[config.mk]
export PLATFORM = sky130hd
export DESIGN_NAME = shc_standby_ctrl_flat
export DESIGN_NICKNAME = d
export VERILOG_FILES = /design/src/rtl/shc_pkg.sv /design/src/rtl/shc_link_if.sv /design/src/rtl/shc_standby_ctrl.sv /design/src/flat_wrapper.sv
export SDC_FILE = /design/constraint.sdc
export NUM_CORES = 1
export LEC_CHECK = 0
export BUFFER_PORTS_ARGS = -buffer_cell sky130_fd_sc_hd__buf_4
export CAP_MARGIN = 25
export CORE_MARGIN = 5
export CORE_UTILIZATION = 49
export CTS_CLUSTER_DIAMETER = 50
export CTS_CLUSTER_SIZE = 30
export DETAILED_ROUTE_END_ITERATION = 8
export PLACE_DENSITY = 0.74
export REMOVE_ABC_BUFFERS = 1
export SKIP_LAST_GASP = 1
export SLEW_MARGIN = 20
export SYNTH_ARGS = -nofsm -noshare
export SYNTH_HDL_FRONTEND = slang
export SYNTH_SLANG_ARGS = --single-unit
[constraint.sdc]
create_clock -name i_mclk -period 1.9 [get_ports i_mclk]
set_input_delay 0.19 -clock i_mclk [delete_from_list [all_inputs] [get_ports i_mclk]]
set_output_delay 0.19 -clock i_mclk [all_outputs]
set_load 0.02 [all_outputs]
[src/rtl/shc_pkg.sv]
// package of constants and types for the standby halt/stop controller
package shc_pkg;
  // ------------------------------------------------------------
  // register map
  // ------------------------------------------------------------
  localparam logic [15:0] SHC_SETTLE_ADDR = 16'hfff4;
  localparam logic [15:0] SHC_LSMODE_ADDR = 16'hfff5;
  localparam logic [15:0] SHC_STATUS_ADDR = 16'hfff6;
  localparam int SHC_SETTLE_SEL_LO = 0;
  localparam int SHC_SETTLE_SEL_HI = 1;
  localparam int SHC_LS_HALT_BIT = 0;
  localparam logic [1:0] SHC_SETTLE_RST = 2'h0;
  // ------------------------------------------------------------
  // timing
  // ------------------------------------------------------------
  localparam int SHC_CLK_MHZ = 125;
  localparam int SHC_OPSTOP_MIN_US = 17;
  localparam int SHC_OPSTOP_CYC = SHC_OPSTOP_MIN_US * SHC_CLK_MHZ;
  localparam int SHC_OSC_START_CYC = 16;
  localparam int SHC_SETTLE_EXP0 = 10;
  localparam int SHC_SETTLE_EXP1 = 12;
  localparam int SHC_SETTLE_EXP2 = 15;
  localparam int SHC_SETTLE_EXP3 = 17;
  localparam int SHC_CNT_W = 18;
  localparam int SHC_WAKE_NOVEC_CYC = 4;
  localparam int SHC_WAKE_VEC_CYC = 12;
  // ------------------------------------------------------------
  // types
  // ------------------------------------------------------------
  typedef enum logic [1:0] {SHC_SRC_HSINT, SHC_SRC_XTAL, SHC_SRC_EXT} shc_src_t;
  typedef enum logic [1:0] {SHC_CMD_NONE, SHC_CMD_HALT, SHC_CMD_STOP} shc_cmd_t;
endpackage

[src/rtl/shc_link_if.sv]
// interface between the standby controller and the cpu/interrupt side
`timescale 1ns/100ps
interface shc_link_if;
  logic [1:0] cmd;
  logic irq_pend;
  logic irq_accept_enable;
  logic cpu_clk_en;
  logic periph_clk_en;
  logic sys_osc_run;
  logic lowspeed_osc_run;
  logic hold_state;
  logic wake;
  logic wake_vector;
  modport dev (input cmd, input irq_pend, input irq_accept_enable,
    output cpu_clk_en, output periph_clk_en, output sys_osc_run,
    output lowspeed_osc_run, output hold_state, output wake, output wake_vector);
  modport cpu (output cmd, output irq_pend, output irq_accept_enable,
    input cpu_clk_en, input periph_clk_en, input sys_osc_run,
    input lowspeed_osc_run, input hold_state, input wake, input wake_vector);
endinterface

[src/rtl/shc_standby_ctrl.sv]
// standby controller: halt and stop modes with post-stop settle wait for the crystal source
//
// Implementation choice: the strobed register port.
`timescale 1ns/100ps
module shc_standby_ctrl (
  // clock and reset
  input wire logic i_mclk,
  input wire logic i_rst_n,
  // option byte and clock source
  input wire shc_pkg::shc_src_t i_clk_src,
  input wire logic i_opt_ls_stoppable,
  input wire logic [1:0] i_opt_settle_sel,
  // register port
  input wire logic [15:0] i_addr,
  input wire logic [7:0] i_wdata,
  input wire logic i_wr,
  input wire logic i_rd,
  output logic [7:0] o_rdata,
  // link to cpu side
  shc_link_if.dev link
);
  import shc_pkg::*;
  typedef enum {ST_RUN, ST_HALT, ST_STOP, ST_OSC_START, ST_SETTLE, ST_OPSTOP, ST_WAKE} shc_state_t;

  // ------------------------------------------------------------
  // registers
  // ------------------------------------------------------------
  shc_state_t state_q, state_d;
  logic [1:0] settle_sel_q;
  logic lowspeed_osc_halt_bit_q;
  logic [SHC_CNT_W-1:0] cnt_q, cnt_d;
  logic vec_q, vec_d;
  logic [7:0] rdata_q;
  logic cpu_en_q, per_en_q, osc_q, ls_q, hold_q, wake_q, wvec_q;

  // ------------------------------------------------------------
  // decode
  // ------------------------------------------------------------
  wire wr_settle = i_wr && (i_addr == SHC_SETTLE_ADDR);
  wire wr_lsmode = i_wr && (i_addr == SHC_LSMODE_ADDR);
  wire [7:0] settle_rd = {6'h00, settle_sel_q};
  wire [7:0] lsmode_rd = {7'h00, lowspeed_osc_halt_bit_q};
  wire [7:0] status_rd = {4'h0, osc_q, ls_q, per_en_q, cpu_en_q};
  wire [7:0] rd_mux = (i_addr == SHC_SETTLE_ADDR) ? settle_rd :
                      (i_addr == SHC_LSMODE_ADDR) ? lsmode_rd :
                      (i_addr == SHC_STATUS_ADDR) ? status_rd : 8'h00;
  // ------------------------------------------------------------
  // low-speed oscillator
  // ------------------------------------------------------------
  // low-speed oscillator only stoppable when option permits
  wire ls_run = !(i_opt_ls_stoppable && lowspeed_osc_halt_bit_q);
  // a halt-bit write during standby must not stop a running oscillator;
  // the pin lets go once run resumes
  wire ls_pin = ls_q && (state_q != ST_RUN);
  wire ls_nx = ls_run || ls_pin;

  // ------------------------------------------------------------
  // settle selection
  // ------------------------------------------------------------
  wire xtal = (i_clk_src == SHC_SRC_XTAL);
  wire [SHC_CNT_W-1:0] settle_cyc =
    (settle_sel_q == 2'h0) ? SHC_CNT_W'(1 << SHC_SETTLE_EXP0) :
    (settle_sel_q == 2'h1) ? SHC_CNT_W'(1 << SHC_SETTLE_EXP1) :
    (settle_sel_q == 2'h2) ? SHC_CNT_W'(1 << SHC_SETTLE_EXP2) :
                             SHC_CNT_W'(1 << SHC_SETTLE_EXP3);
  wire cnt_done = (cnt_q == '0);

  // ------------------------------------------------------------
  // state machine
  // ------------------------------------------------------------
  always_comb begin
    state_d = state_q;
    cnt_d = cnt_done ? cnt_q : cnt_q - 1'b1;
    vec_d = vec_q;
    case (state_q)
      ST_RUN: begin
        if (link.cmd == SHC_CMD_HALT) begin
          state_d = ST_HALT;
        end else if (link.cmd == SHC_CMD_STOP) begin
          state_d = ST_STOP;
        end
      end
      ST_HALT: begin
        // pending request on entry also releases here
        if (link.irq_pend) begin
          vec_d = link.irq_accept_enable;
          cnt_d = SHC_CNT_W'(link.irq_accept_enable ? SHC_WAKE_VEC_CYC : SHC_WAKE_NOVEC_CYC);
          state_d = ST_WAKE;
        end
      end
      ST_STOP: begin
        if (link.irq_pend) begin
          vec_d = link.irq_accept_enable;
          cnt_d = SHC_CNT_W'(SHC_OSC_START_CYC);
          state_d = ST_OSC_START;
        end
      end
      ST_OSC_START: begin
        // start-up delay is not part of the settle count
        if (cnt_done) begin
          if (xtal) begin
            cnt_d = settle_cyc;
            state_d = ST_SETTLE;
          end else begin
            cnt_d = SHC_CNT_W'(SHC_OPSTOP_CYC);
            state_d = ST_OPSTOP;
          end
        end
      end
      ST_SETTLE: begin
        if (cnt_done) begin
          cnt_d = SHC_CNT_W'(SHC_OPSTOP_CYC);
          state_d = ST_OPSTOP;
        end
      end
      ST_OPSTOP: begin
        if (cnt_done) begin
          cnt_d = SHC_CNT_W'(vec_q ? SHC_WAKE_VEC_CYC : SHC_WAKE_NOVEC_CYC);
          state_d = ST_WAKE;
        end
      end
      ST_WAKE: begin
        if (cnt_done) begin
          state_d = ST_RUN;
        end
      end
      default: state_d = ST_RUN;
    endcase
  end

  // clock gates derived from next state so outputs stay registered
  wire nx_osc = (state_d != ST_STOP) && (state_d != ST_OSC_START);
  wire nx_per = (state_d == ST_RUN) || (state_d == ST_HALT) || (state_d == ST_WAKE);
  wire nx_cpu = (state_d == ST_RUN);
  wire nx_wake = (state_d == ST_WAKE) && (state_q != ST_WAKE);

  always_ff @(posedge i_mclk) begin
    if (!i_rst_n) begin
      state_q <= ST_RUN;
      cnt_q <= '0;
      vec_q <= 1'b0;
      lowspeed_osc_halt_bit_q <= 1'b0;
      rdata_q <= 8'h00;
      cpu_en_q <= 1'b1;
      per_en_q <= 1'b1;
      osc_q <= 1'b1;
      ls_q <= 1'b1;
      hold_q <= 1'b0;
      wake_q <= 1'b0;
      wvec_q <= 1'b0;
    end else begin
      state_q <= state_d;
      cnt_q <= cnt_d;
      vec_q <= vec_d;
      if (wr_lsmode) begin
        lowspeed_osc_halt_bit_q <= i_wdata[SHC_LS_HALT_BIT];
      end
      rdata_q <= i_rd ? rd_mux : 8'h00;
      cpu_en_q <= nx_cpu;
      per_en_q <= nx_per;
      osc_q <= nx_osc;
      ls_q <= ls_nx;
      hold_q <= (state_d != ST_RUN);
      wake_q <= nx_wake;
      wvec_q <= nx_wake && vec_d;
    end
  end

  // settle select: reset loads SHC_SETTLE_RST (0), option byte governs reset wait
  always_ff @(posedge i_mclk) begin
    if (!i_rst_n) begin
      settle_sel_q <= SHC_SETTLE_RST;
    end else if (wr_settle) begin
      settle_sel_q <= {i_wdata[SHC_SETTLE_SEL_HI], i_wdata[SHC_SETTLE_SEL_LO]};
    end
  end

  assign o_rdata = rdata_q;
  assign link.cpu_clk_en = cpu_en_q;
  assign link.periph_clk_en = per_en_q;
  assign link.sys_osc_run = osc_q;
  assign link.lowspeed_osc_run = ls_q;
  assign link.hold_state = hold_q;
  assign link.wake = wake_q;
  assign link.wake_vector = wvec_q;
  // reset-time settle is applied by the reset logic from the option byte
  wire unused_opt = ^i_opt_settle_sel;
endmodule // shc_standby_ctrl

[src/flat_wrapper.sv]
// flat-port wrapper written by rule: the top's interface ports become plain ports
module shc_standby_ctrl_flat import shc_pkg::*;
  (i_mclk, i_rst_n, i_clk_src, i_opt_ls_stoppable, i_opt_settle_sel, i_addr, i_wdata, i_wr, i_rd, o_rdata, link_cmd, link_irq_pend, link_irq_accept_enable, link_cpu_clk_en, link_periph_clk_en, link_sys_osc_run, link_lowspeed_osc_run, link_hold_state, link_wake, link_wake_vector);
  shc_link_if link_i ();
  input wire logic i_mclk;
  input wire logic i_rst_n;
  input wire shc_pkg::shc_src_t i_clk_src;
  input wire logic i_opt_ls_stoppable;
  input wire logic [1:0] i_opt_settle_sel;
  input wire logic [15:0] i_addr;
  input wire logic [7:0] i_wdata;
  input wire logic i_wr;
  input wire logic i_rd;
  output logic [7:0] o_rdata;
  input wire logic [$bits(link_i.cmd)-1:0] link_cmd;
  input wire logic [$bits(link_i.irq_pend)-1:0] link_irq_pend;
  input wire logic [$bits(link_i.irq_accept_enable)-1:0] link_irq_accept_enable;
  output wire logic [$bits(link_i.cpu_clk_en)-1:0] link_cpu_clk_en;
  output wire logic [$bits(link_i.periph_clk_en)-1:0] link_periph_clk_en;
  output wire logic [$bits(link_i.sys_osc_run)-1:0] link_sys_osc_run;
  output wire logic [$bits(link_i.lowspeed_osc_run)-1:0] link_lowspeed_osc_run;
  output wire logic [$bits(link_i.hold_state)-1:0] link_hold_state;
  output wire logic [$bits(link_i.wake)-1:0] link_wake;
  output wire logic [$bits(link_i.wake_vector)-1:0] link_wake_vector;
  assign link_i.cmd = link_cmd;
  assign link_i.irq_pend = link_irq_pend;
  assign link_i.irq_accept_enable = link_irq_accept_enable;
  assign link_cpu_clk_en = link_i.cpu_clk_en;
  assign link_periph_clk_en = link_i.periph_clk_en;
  assign link_sys_osc_run = link_i.sys_osc_run;
  assign link_lowspeed_osc_run = link_i.lowspeed_osc_run;
  assign link_hold_state = link_i.hold_state;
  assign link_wake = link_i.wake;
  assign link_wake_vector = link_i.wake_vector;
  shc_standby_ctrl u_core (.i_mclk(i_mclk), .i_rst_n(i_rst_n), .i_clk_src(i_clk_src), .i_opt_ls_stoppable(i_opt_ls_stoppable), .i_opt_settle_sel(i_opt_settle_sel), .i_addr(i_addr), .i_wdata(i_wdata), .i_wr(i_wr), .i_rd(i_rd), .o_rdata(o_rdata), .link(link_i));
endmodule
==> results of run 1 <==
[Yosys cell counts (all sizes together), types with 3 or more instances]
cell    number
dfxtp       65
nor2        30
nand2       19
a21oi       16
o21ai       15
nor4        13
nor2b       12
nor3        12
buf         10
mux2i       10
nand3       10
xnor2        9
inv          8
nand4        7
clkbuf       6
xor2         4
a211oi       3
a21boi       3
and3         3
ha           3
nand2b       3
nand4b       3
o21a         3
o32ai        3
[power by group]
group          switching [uW]  internal [uW]
combinational            1090           1130
sequential                142           1520
clock                     538            602
total                    1770           3260
[repair_timing]
item,CTS,global route
setup buffers,4,5
setup endpoints to repair,24,22
pin swaps,10,13
gates cloned,0,0
resized for setup,16,28
[sequential cells by signal, indices dropped and copies added, names as in the netlist]
| signal | flops |
|---|---|
| u_core.link.periph_clk_en | 1 |
| u_core.o_rdata | 4 |
| u_core.settle_sel_q | 2 |
| u_core.link.hold_state | 1 |
| u_core.vec_q | 1 |
| u_core.link.cpu_clk_en | 1 |
| u_core.cnt_q | 18 |
| u_core.link.wake | 1 |
| u_core.link.lowspeed_osc_run | 1 |
| u_core.link.wake_vector | 1 |
| u_core.state_q | 32 |
| u_core.link.sys_osc_run | 1 |
| u_core.lowspeed_osc_halt_bit_q | 1 |
[layer usage]
| layer | part of all wire (%) | vias to the layer above | GRT usage, % | wire length (um) |
|---|---|---|---|---|
| met2 | 48 | 80 | 32.45 | 3393 |
| li1 | - | 1273 | - | - |
| met4 | 1.3 | 0 | 7.338 | 92 |
| met5 | 0 | - | 0 | 0 |
| met3 | 7.3 | 10 | 6.052 | 513 |
| met1 | 43 | 1177 | 22.54 | 3011 |
[layout make-up]
type                       count  area (um^2)
sequential                    65         1305
tap                           72        90.09
multi-input combinational    243         1704
clock inverter                 7        68.82
inverter                       8        35.03
clock buffer                   9        123.9
fill                         425         1536
timing repair buffer          90        710.7
[worst max-delay path, cell delays in order, from the launching register on]
cell     delay, ns
dfxtp_2       0.34
nor4_4        0.31
nand2_2       0.19
buf_6         0.18
buf_6         0.11
o22ai_4       0.18
o21ai_4       0.10
o21a_1        0.20
o21a_1        0.16
[kinds of logic (layout without fill, tap and decap cells)]
family                     count (synthesis)  count (layout)  synth area share [%]
and+or+nand+nor                          124             124                 26.40
muxes                                     12              12                 4.334
DFF                                       65              65                 46.00
AOI/OAI and AO/OA                         58              58                 13.40
other                                      1              33                0.1326
adders and majority gates                  3               3                 1.327
buffers and inverters                     24             114                 4.379
xor gates and xnor gates                  13              13                 4.025
[stage by stage]
stage | TNS [ns] | instance area [um^2] | instances | util (%)
after floorplan | -6.405 | 2860 | 316 | -
after global placement | -0.4284 | 3578 | 470 | 64.20
after detailed placement | -1.749 | 3578 | 470 | 64.20
after CTS | -0.000007994 | 3864 | 489 | 69.32
after global routing | -0.4521 | 4038 | 494 | 72.44
final | 0 | 4038 | 494 | 72.44
[path summary, 6_finish.rpt]
check                                 start                      endpoint  slack [ns]  cells after the start
min                      i_opt_ls_stoppable  u_core.link.lowspeed_osc_run        0.06                      2
min reg2reg  u_core.lowspeed_osc_halt_bit_q  u_core.link.lowspeed_osc_run        0.44                      1
max                         u_core.cnt_q[8]        u_core.link.hold_state        0.04                      8
max reg2reg                 u_core.cnt_q[8]        u_core.link.hold_state        0.04                      8
==> run metrics, run 1 <==
CTS H-tree depth=3; CP Max Fanout=4; top cells by area, synth=dfxtp_1 46%, nor2_1 3.8%, mux2i_1 3.5%; Vias per Instance=5.142; clk_lat worst skew=0.34 ns; DR DRC count=0; antenna cell count=0; First-pass DRT Iterations=5; Total Routing Usage GR=19.18%; sequential share of the synthesized area=46.00%; setup ws final=0.03581 ns; number of nets with antenna violations after routing=0; Lkg Pwr=0.001700 uW; Post-synth ARST share=0%; gr ovfl total=0; dominant cell type by area after synthesis=dfxtp_1; status=completed; Hold WS=0.05702 ns; commonest non-fill, non-tap cell in the layout=buf_4; row count=27; Max clock buf depth=2; CP endpoint kind=flop; boundary pin count=52; worst path arrival time=2.11 ns; layout cells sized above 1=34.60%; CTS Hold Buffers Added=0; pre-CTS setup slack=-0.1764 ns; Min Clock Period, post-route=1.864 ns; DR iter-0 viols=134; die extent in y=85.98 um; total power=5027 uW; CTS root buffer=clkbuf_8; Layout Area Growth over Synthesis=42.72%; clock sink total=65; Setup-failing EPs final=0; routed wire length=7011 um; type of the worst setup path=flop to flop; post-synthesis cell type count=56; starting density of the core=50.75%; Post-synth EDFFs=0; largest net degree at the start of global routing=23; crit start category=flop; Data required, critical path=2.14 ns; fin nets=457; Num CTS Buffers=9; Mapped Cells=300; Reg clk slew, reported paths=0.08 ns; Placer Congestion=0.8968; Syn. warnings=0; Power Density=1245 mW/mm^2; most frequent cells in the layout=83 x buf_4, 62 x dfxtp_1, 33 x conb_1; max_cap viols=0; fin crit share=98.12%; f_max=536.4 MHz; vias=2540; Detailed Place HPWL=4841 um; synthesized area per cell=9.430 um^2; first-pass GRT wire length=11270 um; Die X-Extent=85.98 um; Cell Area, Synth=0.002829 mm^2; Hold WC Path Type=input port to flop; Final Max Slew Viols=0; post-synth top area share=46.00%; vias in the first global route=2516; unrepaired setup endpoints after global routing=true; wire per inst=14.19 um; die footprint=0.007393 mm^2; CTS tree=built; Synth Flop Type=dfxtp_1; initial antenna violation count=0; Fin. Hold Viols=0; CORE AREA=0.005574 mm^2; Peak VDD IR=684.7 uV; Port Buffers=39; Synth Register Bits=65; Setup Skew=0.009087 ns
No activity file was read; power rests on OpenSTA's default activity.
==> run 2, diff against run 1 <==
Settings changed: CORE_ASPECT_RATIO set to 1.1, RECOVER_POWER set to 50.
==> run 2 against run 1 <==
Compared with the run above:
- sequential power is essentially flat
- worst hold slack lost 0.0043 ns
- fmax shrank 3.4%
- clock skew grew 0.0041 ns
- global-route usage grew 0.63 points
- critical endpoint is now u_core.cnt_q[3]
- sequential share of layout area grew 0.54 points
- via count grew 0.31%
- critical path depth grew 1
- clock-buffer cell count is the same
- non-clock buffer count shrank 2
- combinational power shrank 9.5%
- the run now ends with setup timing left
==> run metrics, run 2 (synthesis gave the netlist of run 1 again) <==
R2R depth=9 (+1); Layout Area Growth over Synthesis=40.38%; vias in the first global route=2410 (-4.2%); DR iter-0 viols=194 (+45%); Worst path max stage delay=0.36 ns (+0.02 ns); multi-input logic area=0.001685 mm^2 (-1.1%); Vias per Instance=5.127 (-0.29%); Lkg Pwr=0.001655 uW (-2.7%); Data required, critical path=2.14 ns (about the same); Placer Congestion=0.8995 (+0.30%); Largest register FFs=32 (unchanged); Total Routing Usage GR=19.81% (+0.63 points); unrepaired setup endpoints after global routing=true; Slowest-stage cell, CP=o31a_1; Seq. cell area=0.001305 mm^2 (unchanged); vias=2548 (+0.31%); Max clock buf depth=2 (unchanged); worst path arrival time=2.17 ns (+0.06 ns); CTS root buffer=clkbuf_8; Setup-failing EPs final=1 (+1); Top reg by flops=u_core.state_q; CTS Hold Buffers Added=0 (unchanged); routed wire length=7139 um (+1.8%); CORE AREA=0.005697 mm^2 (+2.2%); worst path bufs/invs=2 (unchanged); failing checks=setup timing; Min Clock Period, post-route=1.929 ns (+0.06524 ns); DR DRC count=0 (unchanged); total power=4915 uW (-2.2%); CP Max Fanout=5 (+1); clk_lat worst skew=0.35 ns (about the same); wire per inst=14.36 um (+1.2%); f_max=518.3 MHz (-3.4%); Setup Skew=0.01317 ns (+0.004087 ns); Final Max Slew Viols=0 (unchanged); CP top delay family=compound AO/OA/AOI/OAI gates; first-pass GRT wire length=11040 um (-2.0%); Peak VDD IR=1006 uV (+47%); Filler cells=437 (+2.8%); crit start category=flop; Worst path depth=9 (+1); clock sink total=65 (unchanged); Fin. Hold Viols=0 (unchanged); antenna cell count=0 (unchanged); layout cells sized above 1=31.67% (-2.9 points); Hold WS=0.05276 ns (-0.004263 ns); type of the worst setup path=flop to flop; Hold WC Path Type=input port to flop; First-pass DRT Iterations=4 (-1); largest net degree at the start of global routing=23 (unchanged); Die X-Extent=82.45 um (-4.1%); fin nets=455 (-0.44%); row count=29 (+7.4%); Port Buffers=39 (unchanged); boundary pin count=52 (unchanged); initial antenna violation count=0 (unchanged); starting density of the core=49.66% (-1.1 points); fin crit share=101.5% (+3.4 points); Reg clk slew, reported paths=0.09 ns (about the same); Num CTS Buffers=9 (unchanged); CTS tree=built; Detailed Place HPWL=4697 um (-3.0%); CP endpoint kind=flop; die extent in y=89.69 um (+4.3%); die footprint=0.007394 mm^2 (about the same); worst path cell trace=inv_2 -> ha_4 -> nor2b_4 -> nand4_4 -> buf_6 -> o31a_1 -> a31oi_2 -> nor2_1 -> o21a_1; Slew Limit Headroom=65.90%; status=finished, violations left; cell depth of the worst hold path=2 (unchanged); pre-CTS setup slack=-0.1159 ns (+0.06053 ns); number of nets with antenna violations after routing=0 (unchanged); Slew @ Worst Pin=0.5069 ns; most frequent cells in the layout=73 x buf_4, 62 x dfxtp_1, 33 x conb_1; CTS H-tree depth=3 (unchanged); commonest non-fill, non-tap cell in the layout=buf_4; Power Density=1238 mW/mm^2 (-0.60%); Setup TNS Final=-0.02943 ns (-0.02943 ns); gr ovfl total=0 (unchanged); setup ws final=-0.02943 ns (-0.06524 ns); max_cap viols=0 (unchanged)
## run 2: stage by stage
stage	util (%)	instances	instance area [um^2]
global placement	62.53	472	3562
CTS	66.77	489	3804
global route	69.71	497	3971
floorplan	-	316	2860
finish	69.71	497	3971
detailed placement	62.53	472	3562
## run 2: power by group
group,internal [uW],leakage [uW],switching [uW]
registers,1520,0.000538,139
logic,996,0.00101,1020
clock network,633,0.000104,608
total,3150,0.00165,1760
## run 2: worst paths after layout
check                                 start                           end  slack [ns]
max                         u_core.cnt_q[0]               u_core.cnt_q[3]       -0.03
min                               i_addr[0]             u_core.o_rdata[1]        0.05
max reg2reg                 u_core.cnt_q[0]               u_core.cnt_q[3]       -0.03
min reg2reg  u_core.lowspeed_osc_halt_bit_q  u_core.link.lowspeed_osc_run        0.43
## run 2: metal layers
metal  vias up  share of wire, %  GRT usage, %
li1       1274                 -             -
met1      1187                43         24.41
met2        72                51         33.24
met3        15               5.0         3.892
met4         0               1.9         9.063
met5         -                 0             0
## run 2: timing repair
| item | CTS | global route |
|---|---|---|
| gates resized for setup | 7 | 30 |
| setup endpoints to repair | 14 | 22 |
| pin swaps | 3 | 12 |
| cloned | 0 | 0 |
| setup buffers | 1 | 8 |
## run 2: cell type report
class	instances	share of cell area [%]
timing repair buffer	88	16.10
clock inverter	7	2.174
tap	77	2.426
clock buffer	9	3.119
multi-input combinational	243	42.44
sequential	65	32.86
inverter	8	0.8822
==> run 3, diff against run 2 <==
==> constraint.sdc (replaced) <==
create_clock -name i_mclk -period 1.9 [get_ports i_mclk]
set_input_delay 0.095 -clock i_mclk [delete_from_list [all_inputs] [get_ports i_mclk]]
set_output_delay 0.095 -clock i_mclk [all_outputs]
set_load 0.02 [all_outputs]
==> run 3 against run 2 <==
Compared with the run above:
- the run now ends clean
- via count fell by 1.6%
- register-to-register slack improved by 0.06 ns
- sequential power barely moved
- clock-buffer cell count did not move
- worst hold slack got worse by 0.038 ns
- critical path depth did not move
- core utilization rose by 0.31 points
- design area rose by 0.44%
- clock power fell by 6%
- final cell count fell by 1.8%
- worst setup slack improved by 0.058 ns
- global-route usage fell by 1.5 points
- critical endpoint is now u_core.cnt_q[11]
==> run metrics, run 3 (synthesis gave the netlist of run 1 again) <==
wire per inst=13.62 um (-5.2%); setup slack, reg-to-reg=0.03 ns (+0.06 ns); Fin. Hold Viols=0 (unchanged); clk_lat worst skew=0.34 ns (about the same); Total Routing Usage GR=18.35% (-1.5 points); Reg-to-Reg Start=u_core.cnt_q[0]; crit path to=u_core.cnt_q[11]; row count=29 (unchanged); CP Max Fanout=4 (-1); Setup Skew=0.007206 ns (-0.005969 ns); Layout Area Growth over Synthesis=41.00%; Port Buffers=39 (unchanged); fin nets=446 (-2.0%); Die X-Extent=82.45 um (unchanged); gr ovfl total=0 (unchanged); Final Instance Count excl. Fillers=488 (-1.8%); fin crit share=98.48% (-3.1 points); largest net degree at the start of global routing=23 (unchanged); boundary pin count=52 (unchanged); Critical Path Start=u_core.cnt_q[0]; First-pass DRT Iterations=7 (+3); CORE AREA=0.005697 mm^2 (unchanged); status=completed; DR DRC count=0 (unchanged); Detailed Place HPWL=4549 um (-3.2%); antenna cell count=0 (unchanged); placed cells=465 (-1.5%); commonest non-fill, non-tap cell in the layout=dfxtp_1; type of the worst setup path=flop to flop; CTS root buffer=clkbuf_8; R2R depth=9 (unchanged); multi-input logic area=0.001759 mm^2 (+4.4%); CTS H-tree depth=3 (unchanged); crit start category=flop; Placer Congestion=0.9197 (+2.2%); Peak VDD IR=770.2 uV (-23%); Data required, critical path=2.12 ns (-0.02 ns); routed wire length=6645 um (-6.9%); Lkg Pwr=0.001631 uW (-1.4%); worst path arrival time=2.10 ns (-0.07 ns); Num CTS Buffers=9 (unchanged); first-pass GRT wire length=10250 um (-7.2%); post-route cell area=0.003989 mm^2 (+0.44%); CTS tree=built; Top reg by flops=u_core.state_q; Hold WC Path Type=input port to flop; initial antenna violation count=0 (unchanged); Reg clk slew, reported paths=0.07 ns (-0.02 ns); number of nets with antenna violations after routing=0 (unchanged); layout cells sized above 1=31.14% (-0.52 points); Vias per Instance=5.139 (+0.25%); clock sink total=65 (unchanged); Min Clock Period, post-route=1.871 ns (-0.05825 ns); Filler cells=416 (-4.8%); Final Max Slew Viols=0 (unchanged); Seq. cell area=0.001304 mm^2 (about the same); Setup-failing EPs final=0 (-1); placed cell area=0.003522 mm^2 (-1.1%); DR iter-0 viols=115 (-41%); Max clock buf depth=2 (unchanged); r2r endpoint=u_core.cnt_q[11]; vias=2508 (-1.6%); Largest register FFs=32 (unchanged); die extent in y=89.69 um (unchanged); starting density of the core=49.66% (unchanged); CP endpoint kind=flop; f_max=534.4 MHz (+3.1%); Power Density=1254 mW/mm^2 (+1.3%); vias in the first global route=2311 (-4.1%); most frequent cells in the layout=63 x dfxtp_1, 60 x buf_4, 33 x conb_1; unrepaired setup endpoints after global routing=true; die footprint=0.007394 mm^2 (unchanged); max_cap viols=0 (unchanged)
## run 3: cell count changes in the layout (fill, tap and decap cells not counted), sizes merged
cell	before	now
buf	76	65
inv	11	10
clkinv	2	3
dlygate4sd3	0	2
## run 3: layer usage
metal,up-vias,share of wire (%),GRT usage [%]
met5,-,0,0
met4,0,1.6,8.006
met3,9,4.9,5.090
met2,61,50,29.81
met1,1182,43,22.69
li1,1256,-,-
## run 3: where the power goes
part / leakage (uW) / switching (uW) / internal, uW
Sequential: 0.000538 / 149 / 1520
Combinational: 0.000993 / 1090 / 1070
Clock: 0.000100 / 555 / 616
## run 3: worst min-delay path by stage
stage / from / endpoint / slack (ns) / cells past startpoint
after floorplan: i_rst_n / u_core.link.periph_clk_en / 0.17 / 1
after global placement: i_opt_ls_stoppable / u_core.link.lowspeed_osc_run / 0.31 / 2
after detailed placement: i_opt_ls_stoppable / u_core.link.lowspeed_osc_run / 0.31 / 2
after CTS: i_wdata[1] / u_core.settle_sel_q[1] / 0.008 / 3
after global routing: i_wdata[1] / u_core.settle_sel_q[1] / 0.04 / 3
final: i_wdata[1] / u_core.settle_sel_q[1] / 0.01 / 3
## run 3: layout make-up
type | instances | share of cell area, %
Sequential cell | 65 | 32.69
Timing Repair Buffer | 79 | 14.87
Multi-Input combinational cell | 243 | 44.10
Clock inverter | 7 | 1.945
Clock buffer | 9 | 3.105
Inverter | 8 | 0.8783
Tap cell | 77 | 2.415
## run 3: per-stage QoR
| stage | setup WS, ns | setup TNS, ns | utilization [%] | hold slack [ns] | total power (uW) |
|---|---|---|---|---|---|
| 4_1_cts | 0.005941 | 0 | 66.00 | 0.008406 | 4548 |
| 5_1_grt | -0.07653 | -0.3230 | 70.02 | 0.03649 | 5274 |
| 3_5_place_dp | -0.1086 | -0.5362 | 61.83 | 0.3091 | 3321 |
| 2_1_floorplan | -0.3930 | -6.405 | - | 0.1668 | 2740 |
| 3_3_place_gp | -0.04888 | -0.1482 | 61.83 | 0.3052 | 3287 |
| 6_report | 0.02882 | 0 | 70.02 | 0.01496 | 5000 |
## run 3: worst max-delay path: stages, from the launching register on
cell	delay (ns)
dfxtp_2	0.33
inv_2	0.07
ha_4	0.13
nor2b_4	0.16
nand4_4	0.18
buf_6	0.19
o31ai_4	0.23
nand2_1	0.14
o31ai_4	0.28
a21oi_1	0.06
## run 3: timing repair
action                     in CTS  in global routing
hold buffers                    2                  0
setup buffers                   0                  5
hold endpoints to repair        2                  0
pin swaps                       0                 21
gates resized for setup         3                 49
setup endpoints to repair      10                 16
